File: config.mk
export PLATFORM = sky130hd
export DESIGN_NAME = ics_top
export DESIGN_NICKNAME = d
export VERILOG_FILES = /design/src/shared/ics_pkg.sv /design/src/shared/ics_lvl_if.sv /design/src/rtl/ics_flag.sv /design/src/rtl/ics_level_reg.sv /design/src/rtl/ics_top.sv
export VERILOG_INCLUDE_DIRS = /design/src /design/src/shared
export SDC_FILE = /design/constraint.sdc
export NUM_CORES = 1
export LEC_CHECK = 0
export BUFFER_PORTS_ARGS = -buffer_cell sky130_fd_sc_hd__buf_2
export CORE_MARGIN = 10
export CORE_UTILIZATION = 28
export DETAILED_ROUTE_END_ITERATION = 16
export HOLD_SLACK_MARGIN = 0.03
export SYNTH_ARGS = -nofsm -noshare
export SYNTH_HDL_FRONTEND = slang
export SYNTH_HIERARCHICAL = 1
export SYNTH_SLANG_ARGS = --single-unit
File: constraint.sdc
create_clock -name I_CLK -period 1.7 [get_ports I_CLK]
set_input_delay 0.34 -clock I_CLK [delete_from_list [all_inputs] [get_ports I_CLK]]
set_output_delay 0.34 -clock I_CLK [all_outputs]
set_load 0.005 [all_outputs]
File: src/shared/ics_consts.svh
// register offsets, field positions, reset values for the interrupt status block
`ifndef ICS_CONSTS_SVH
`define ICS_CONSTS_SVH

// ==========================================
// register map (byte addresses)
`define ICS_ADDR_W 8
`define ICS_OFS_MASK 8'h30
`define ICS_OFS_RAW 8'h38
`define ICS_OFS_ISC 8'h3c
`define ICS_OFS_TX_LVL 8'h40
`define ICS_OFS_RX_LVL 8'h44

// ==========================================
// event field positions
`define ICS_NUM_EVT 13
`define ICS_BIT_RX_UNDER 0
`define ICS_BIT_RX_OVER 1
`define ICS_BIT_RX_HIGH 2
`define ICS_BIT_TX_OVER 3
`define ICS_BIT_TX_LOW 4
`define ICS_BIT_RD_REQ 5
`define ICS_BIT_TX_ABORT 6
`define ICS_BIT_SLV_DONE 7
`define ICS_BIT_ACTIVITY 8
`define ICS_BIT_STOP 9
`define ICS_BIT_START 10
`define ICS_BIT_GEN_CALL 11
`define ICS_BIT_TIMEOUT 12

// ==========================================
// widths and reset values
`define ICS_DATA_W 32
`define ICS_LVL_W 8
`define ICS_LVL_RESET 8'h00
`define ICS_MASK_RESET 13'h0000
`define ICS_FLAG_RESET 1'b0
`define ICS_RDATA_RESET 32'h0000_0000

`endif

File: src/shared/ics_pkg.sv
// types shared by the interrupt status block
`include "ics_consts.svh"
package ics_pkg;
	typedef logic [`ICS_NUM_EVT-1:0] ics_evt_t;
	typedef logic [`ICS_LVL_W-1:0] ics_lvl_t;
	typedef logic [`ICS_DATA_W-1:0] ics_word_t;
	typedef logic [`ICS_ADDR_W-1:0] ics_addr_t;
	typedef enum logic [2:0] {
		ICS_SEL_NONE = 3'h0,
		ICS_SEL_MASK = 3'h1,
		ICS_SEL_RAW = 3'h3,
		ICS_SEL_ISC = 3'h2,
		ICS_SEL_TX_LVL = 3'h6,
		ICS_SEL_RX_LVL = 3'h7
	} ics_sel_t;
endpackage

File: src/shared/ics_lvl_if.sv
// write port and stored value of one threshold level register
interface ics_lvl_if;
	logic wr;
	ics_pkg::ics_lvl_t wdata;
	ics_pkg::ics_lvl_t level;
	modport store(input wr, input wdata, output level);
	modport user(output wr, output wdata, input level);
endinterface

File: src/rtl/ics_flag.sv
// one sticky event flag, set by hardware, cleared by a software write of one
`include "ics_consts.svh"
module ics_flag #(
	parameter logic RESET_VAL = `ICS_FLAG_RESET
) (
	input wire logic i_clk,
	input wire logic i_reset,
	input wire logic i_set,
	input wire logic i_clr,
	output logic o_flag
);
	logic flag_reg;
	logic flag_next;

	// a set in the same cycle as the clear wins, so no event is lost
	always_comb begin
		flag_next = i_set | (flag_reg & ~i_clr);
	end

	always_ff @(posedge i_clk or posedge i_reset) begin
		if (i_reset) begin
			flag_reg <= RESET_VAL;
		end else begin
			flag_reg <= flag_next;
		end
	end

	assign o_flag = flag_reg;
endmodule

File: src/rtl/ics_level_reg.sv
// one 8-bit read-write threshold level register
`include "ics_consts.svh"
module ics_level_reg #(
	parameter ics_pkg::ics_lvl_t RESET_VAL = `ICS_LVL_RESET
) (
	input wire logic i_clk,
	input wire logic i_reset,
	ics_lvl_if.store lvl
);
	ics_pkg::ics_lvl_t level_reg;

	always_ff @(posedge i_clk or posedge i_reset) begin
		if (i_reset) begin
			level_reg <= RESET_VAL;
		end else if (lvl.wr) begin
			level_reg <= lvl.wdata;
		end
	end

	assign lvl.level = level_reg;
endmodule

File: src/rtl/ics_top.sv
// interrupt status, mask and fifo threshold registers of the serial bus controller
//
// Implementation choice: the plain strobed port.
`include "ics_consts.svh"
// ==========================================
// Functional notes
// [RULE1]: bit 12 of the status register shows the timeout event and a written one clears it.
// [RULE2]: a status bit reads one only for an event that is both pending and unmasked.
// [RULE3]: bits 31 to 13 of the status register read zero and ignore writes.
// [RULE4]: bit 11 shows the general call event, cleared by a written one, zero after reset.
// [RULE5]: bit 10 shows a start condition and bit 9 a stop condition, both clear on one, reset zero.
// [RULE6]: bit 8 shows bus activity and bit 7 slave transmit done, both clear on one, reset zero.
// [RULE7]: bit 6 shows a transmit abort and bit 5 a slave read request, both clear on one, reset zero.
// [RULE8]: bit 4 shows transmit fifo at or below level and bit 3 transmit overflow, clear on one.
// [RULE9]: bits 2, 1 and 0 show receive high level, receive overflow and underflow, clear on one.
// [RULE10]: the register at 0x40 holds the transmit low level, reset zero, upper bits read zero.
// [RULE11]: the next register holds the receive high level, reset zero, upper bits read zero.
// [RULE12]: the receive high event is raised while the receive fill reaches or passes its level.
// [RULE13]: the timeout event is raised when the bus is busy and the clock line stayed low too long.
// [RULE14]: each status bit is the raw flag and its mask bit, and a clear drops both views.
module ics_top (
	input wire logic I_CLK,
	input wire logic I_RESET,
	input wire logic [`ICS_ADDR_W-1:0] I_ADDR,
	input wire logic [`ICS_DATA_W-1:0] I_WDATA,
	input wire logic I_WR,
	input wire logic I_RD,
	output logic [`ICS_DATA_W-1:0] O_RDATA,
	output logic O_IRQ,
	input wire logic I_BUS_BUSY,
	input wire logic I_SCL_LOW_EXPIRED,
	input wire logic I_GEN_CALL,
	input wire logic I_START_SEEN,
	input wire logic I_STOP_SEEN,
	input wire logic I_ACTIVITY,
	input wire logic I_SLV_TX_DONE,
	input wire logic I_TX_ABORT,
	input wire logic I_READ_REQ,
	input wire logic I_TX_OVERFLOW,
	input wire logic I_RX_OVERFLOW,
	input wire logic I_RX_UNDERFLOW,
	input wire logic [`ICS_LVL_W-1:0] I_TX_FILL,
	input wire logic [`ICS_LVL_W-1:0] I_RX_FILL
);

	// ==========================================
	// declarations
	ics_pkg::ics_sel_t sel;
	ics_pkg::ics_evt_t evt_set;
	ics_pkg::ics_evt_t raw_flags;
	ics_pkg::ics_evt_t masked;
	ics_pkg::ics_evt_t clr_vec;
	ics_pkg::ics_evt_t mask_reg;
	ics_pkg::ics_word_t rdata_reg;
	ics_pkg::ics_word_t rdata_next;
	logic wr_isc;
	logic wr_mask;
	logic tx_low;
	logic rx_high;
	logic timeout_hit;

	ics_lvl_if tx_lvl ();
	ics_lvl_if rx_lvl ();

	// ==========================================
	// address decode
	always_comb begin
		unique case (I_ADDR)
			`ICS_OFS_MASK: begin
				sel = ics_pkg::ICS_SEL_MASK;
			end
			`ICS_OFS_RAW: begin
				sel = ics_pkg::ICS_SEL_RAW;
			end
			`ICS_OFS_ISC: begin
				sel = ics_pkg::ICS_SEL_ISC;
			end
			`ICS_OFS_TX_LVL: begin
				sel = ics_pkg::ICS_SEL_TX_LVL;
			end
			`ICS_OFS_RX_LVL: begin
				sel = ics_pkg::ICS_SEL_RX_LVL;
			end
			default: begin
				// unmapped addresses read zero and drop writes
				sel = ics_pkg::ICS_SEL_NONE;
			end
		endcase
	end

	assign wr_isc = I_WR && (sel == ics_pkg::ICS_SEL_ISC);
	assign wr_mask = I_WR && (sel == ics_pkg::ICS_SEL_MASK);

	// ==========================================
	// threshold level registers
	assign tx_lvl.wr = I_WR && (sel == ics_pkg::ICS_SEL_TX_LVL); // [RULE10]
	assign tx_lvl.wdata = I_WDATA[`ICS_LVL_W-1:0]; // [RULE10]
	assign rx_lvl.wr = I_WR && (sel == ics_pkg::ICS_SEL_RX_LVL); // [RULE11]
	assign rx_lvl.wdata = I_WDATA[`ICS_LVL_W-1:0]; // [RULE11]

	ics_level_reg #(
		.RESET_VAL(`ICS_LVL_RESET)
	) u_tx_level (
		.i_clk(I_CLK),
		.i_reset(I_RESET),
		.lvl(tx_lvl.store)
	);

	ics_level_reg #(
		.RESET_VAL(`ICS_LVL_RESET)
	) u_rx_level (
		.i_clk(I_CLK),
		.i_reset(I_RESET),
		.lvl(rx_lvl.store)
	);

	// ==========================================
	// raw event sources
	// fill comparisons are level events: while the condition holds a clear is overridden
	assign tx_low = (I_TX_FILL <= tx_lvl.level); // [RULE8] [RULE10]
	assign rx_high = (I_RX_FILL >= rx_lvl.level); // [RULE12] [RULE11]
	assign timeout_hit = I_BUS_BUSY && I_SCL_LOW_EXPIRED; // [RULE13]

	always_comb begin
		evt_set = '0;
		evt_set[`ICS_BIT_TIMEOUT] = timeout_hit; // [RULE1]
		evt_set[`ICS_BIT_GEN_CALL] = I_GEN_CALL; // [RULE4]
		evt_set[`ICS_BIT_START] = I_START_SEEN; // [RULE5]
		evt_set[`ICS_BIT_STOP] = I_STOP_SEEN; // [RULE5]
		evt_set[`ICS_BIT_ACTIVITY] = I_ACTIVITY; // [RULE6]
		evt_set[`ICS_BIT_SLV_DONE] = I_SLV_TX_DONE; // [RULE6]
		evt_set[`ICS_BIT_TX_ABORT] = I_TX_ABORT; // [RULE7]
		evt_set[`ICS_BIT_RD_REQ] = I_READ_REQ; // [RULE7]
		evt_set[`ICS_BIT_TX_LOW] = tx_low; // [RULE8]
		evt_set[`ICS_BIT_TX_OVER] = I_TX_OVERFLOW; // [RULE8]
		evt_set[`ICS_BIT_RX_HIGH] = rx_high; // [RULE9]
		evt_set[`ICS_BIT_RX_OVER] = I_RX_OVERFLOW; // [RULE9]
		evt_set[`ICS_BIT_RX_UNDER] = I_RX_UNDERFLOW; // [RULE9]
	end

	// a written one clears the raw flag, which clears the masked view with it
	assign clr_vec = wr_isc ? I_WDATA[`ICS_NUM_EVT-1:0] : '0; // [RULE14]

	// ==========================================
	// sticky raw flags
	for (genvar g = 0; g < `ICS_NUM_EVT; g++) begin : g_flag
		ics_flag #(
			.RESET_VAL(`ICS_FLAG_RESET)
		) u_flag (
			.i_clk(I_CLK),
			.i_reset(I_RESET),
			.i_set(evt_set[g]),
			.i_clr(clr_vec[g]),
			.o_flag(raw_flags[g])
		);
	end

	// ==========================================
	// interrupt mask and output
	always_ff @(posedge I_CLK or posedge I_RESET) begin
		if (I_RESET) begin
			mask_reg <= `ICS_MASK_RESET;
		end else if (wr_mask) begin
			mask_reg <= I_WDATA[`ICS_NUM_EVT-1:0];
		end
	end

	assign masked = raw_flags & mask_reg; // [RULE2] [RULE14]

	// level output gated from the flag and mask flops, not itself registered, high while any unmasked flag is set
	assign O_IRQ = |masked; // [RULE2]

	// ==========================================
	// read path
	always_comb begin
		rdata_next = '0;
		if (I_RD) begin
			unique case (sel)
				ics_pkg::ICS_SEL_MASK: begin
					rdata_next[`ICS_NUM_EVT-1:0] = mask_reg;
				end
				ics_pkg::ICS_SEL_RAW: begin
					rdata_next[`ICS_NUM_EVT-1:0] = raw_flags;
				end
				ics_pkg::ICS_SEL_ISC: begin
					// upper bits stay zero from the default above
					rdata_next[`ICS_NUM_EVT-1:0] = masked; // [RULE2] [RULE3]
				end
				ics_pkg::ICS_SEL_TX_LVL: begin
					rdata_next[`ICS_LVL_W-1:0] = tx_lvl.level; // [RULE10]
				end
				ics_pkg::ICS_SEL_RX_LVL: begin
					rdata_next[`ICS_LVL_W-1:0] = rx_lvl.level; // [RULE11]
				end
				ics_pkg::ICS_SEL_NONE: begin
					rdata_next = '0;
				end
			endcase
		end
	end

	// data stands only in the cycle after the read strobe, zero otherwise
	always_ff @(posedge I_CLK or posedge I_RESET) begin
		if (I_RESET) begin
			rdata_reg <= `ICS_RDATA_RESET;
		end else begin
			rdata_reg <= rdata_next;
		end
	end

	assign O_RDATA = rdata_reg;
endmodule

==> summary.md <==
| Metric | Value |
|---|---|
| Type of the most critical hold path | in2reg |
| Maximum level of the CTS H-tree | 2 |
| Post-detail-place hpwl | 7210 um |
| Routed WL | 9020 um |
| Hold Startpoint | I_ACTIVITY |
| Num Clock Sinks | 55 |
| Synth cell types | 46 |
| Post-DR wirelength/cell | 16.6 um |
| Maximum clock insertion buffer count | 2 |
| Total Neg Setup Slack | -0.133 ns |
| Gate family responsible for the most delay along the worst path | compound AO/OA/AOI/OAI gates |
| I/O Pins | 105 |
| Cells after synthesis | 304 |
| Met1 Usage GRT | roughly an eighth |
| Crit path DAT | approximately 1.5 ns |
| Crit path buffers/inverters | 1 |
| Starting Density | between 20% and 30% |
| Port-buffer cells | 66 |
| Power Total | between 2000 and 3000 uW |
| Synthesized area | between 0.003 and 0.004 mm2 |
| First-pass GRT wire length | 14,300 um |
| Clock insertion delay at the later pin of the skew report | about 0.29 ns |
| Worst Setup End Kind | output pin |
| RSZ-0062 raised after global routing | yes |
| Min Clock Period, post-route | 1.83 ns |
| Startpoint of the lowest-slack register-to-register path | u_rx_level/lvl.level[0] |
| Max Clk Rate | 546 MHz |
| Drt first pass iters | 4 |
| Worst-case register-to-register setup slack | 0.10 ns |
| TritonCTS clock tree | done |
| Launch point of the worst path | mask_reg[9] |
| # rows | 39 |
| Detail-routed via count per cell | about 4.6 |
| Proportion of layout cells with a drive suffix above 1 | 35.5% |
| Number of synthesized register bits | 55 |
| Global routing usage summed across all routing layers | between 10% and 20% |
| Most Used Layer, Global Route | met2 |
| Area growth from synthesis to final layout | 25.6% |
| Final period utilization | 108% |
| Routing usage on met2 | between 10% and 20% |
| CTS Buf Count | 5 |
| Number of nets still failing antenna checks after routing | 0 |
| Final count of pins violating max slew | 0 |
| Clock slew at the register clock pins of the worst setup and hold paths | 0.07 ns |
| Outcome | finished, violations left |
| Worst clock skew on the final layout | 0.00573 ns |
| Vertical extent of the die | ~130 um |
| Dominant register cell in the synthesized netlist | dfrtp_1 |
| Weighted congestion reported at the end of routability-driven placement | 0.820 |
| Pwr dens | 706 mW/mm2 |
| Asr flop ratio synth | 100% |
| Post-route DRC violation count | 0 |
| Floorplan die area | ~0.016 mm2 |
| Maximum single-stage delay on the critical path | about 0.4 ns |
| Smallest hold slack | roughly 0.22 ns |
| Initial DRC Count | between 90 and 100 |
| Final hold vios | 0 |
| Overall overflow remaining after global route | 0 |
| Largest net degree at the start of global routing | 23 |
| Worst path slowest cell | dfrtp_1 |
| Met3 track utilization from global routing | 3.31% |
| Reported leakage power | 0.00195 uW |
| Maximum fanout encountered on the critical timing path | 2 |
| Antenna violations before repair | 3 |
| # nets final | 484 |
| Area share of the largest cell type after synthesis | 42.8% |
| Failing checks | negative setup slack |
| Critical path data required time | 1.36 ns |
| Vias in the first global route | 2,662 |
| Worst vdd rail ir drop | 0.408 mV |
| Post-route worst setup slack | -0.133 ns |
| Vias after detailed routing | 2,470 |
| Cells along the critical path | a22oi_2 -> nand2_1 -> a221oi_2 -> nand3_1 -> buf_2 |
| Number of max-cap violations | 0 |
| Placeable core region | between 0.01 and 0.015 mm2 |
| Master cell of the clock root buffer | clkbuf_16 |
| Avg Inst Size Synth | 10.6 um2 |
| Most area-hungry cell type in the Yosys netlist | dfrtp_1 |
| Critical Path Start Type | flip-flop |
| Top cells by area in the synthesized netlist | dfrtp_1, mux2_4, ha_1 |
| Die extent in x | 127 um |
| Critical setup path kind | reg2out |
| EDFF count, synth | 0 |
| Sequential share of the synthesized area | 42.8% |
| Yosys Warn Count | 6 |
| Final count of negative-setup-slack endpoints | 1 |
==> where the power goes <==
group	internal, uW	total [uW]	switching, uW
sequential	1340	1380	32.8
combinational	194	396	202
clock	629	1080	452
total	2170	2850	687
==> synth_stat cells, types with 2 or more instances <==
cell,n
dfrtp_1,55
inv_1,47
buf_4,19
nand2_1,19
a21o_1,17
ha_1,16
mux2_4,16
and2_1,14
mux2_2,12
nand3_1,10
nor2_1,8
a2bb2oi_1,7
a211o_1,5
a211oi_1,4
a22oi_1,4
a32oi_1,4
buf_6,4
clkbuf_1,4
nand2b_1,4
a21oi_1,3
a221o_1,3
a221oi_1,3
and3_1,2
o211ai_1,2
==> cells by family (layout without fill, tap and decap cells) <==
family,count (synthesis),after routing,share of synthesized area (%)
other,1,21,0.117
AOI/OAI and AO/OA,60,60,15.0
adders and majority gates,16,16,6.22
muxes,29,29,12.0
DFF,55,55,42.8
buffers and inverters,76,151,12.1
and+or+nand+nor,67,67,11.9
==> stage by stage <==
step	cells	setup slack, ns	util (%)	instance area (um2)
finish	542	-0.133	35.7	4040
global route	541	-0.208	35.7	4040
CTS	540	-0.147	35.5	4020
detailed placement	530	-0.169	33.9	3830
global placement	530	-0.146	33.9	3830
floorplan	322	-0.0619	-	3290
==> per-layer routing <==
layer | share of wire (%) | up-vias
met5 | 0.078 | -
met4 | 1.6 | 2
met3 | 6.5 | 11
met2 | 48 | 64
met1 | 43 | 1200
li1 | - | 1193
==> cells in the final DEF, fill, tap and decap left out, drive strengths merged, types with 11 or more instances in the layout <==
cell	n
buf	95
dfrtp	55
ha	16
mux2	29
a21o	17
conb	19
inv	47
and2	15
nand3	11
nand2	19
==> final timing paths <==
check                                           to  cells after the start
min reg2reg                g_flag[7].u_flag/o_flag                      1
min                        g_flag[8].u_flag/o_flag                      2
max reg2reg                g_flag[2].u_flag/o_flag                      6
max                                          O_IRQ                      5
max in group asynchronous              mask_reg[2]                      4
min in group asynchronous               O_RDATA[1]                      3
==> final cells by class <==
cell class              count  area, um2
inverters                  47        176
repair buffers             96        596
flip-flops and latches     55       1380
multi-input cells         191       1550
fillers                  1157       7280
diodes                      2       5.00
clock buffers               8        156
well taps                 143        179
==> worst register-to-register path: cells and delay by family (launching register included) <==
kind	cells	cell delay [ns]
adders and majority gates	1	0.27
DFF	1	0.41
AOI/OAI and AO/OA	4	0.67
and+or+nand+nor	1	0.14
==> repair_timing <==
item	4_1_cts	5_1_grt
hold endpoints to repair	4	0
cloned	0	0
pin swaps	2	2
setup endpoints to repair	2	2
gates resized for setup	3	2
setup buffers	1	0
hold buffers	1	0
(Power assumes the default switching activity.)
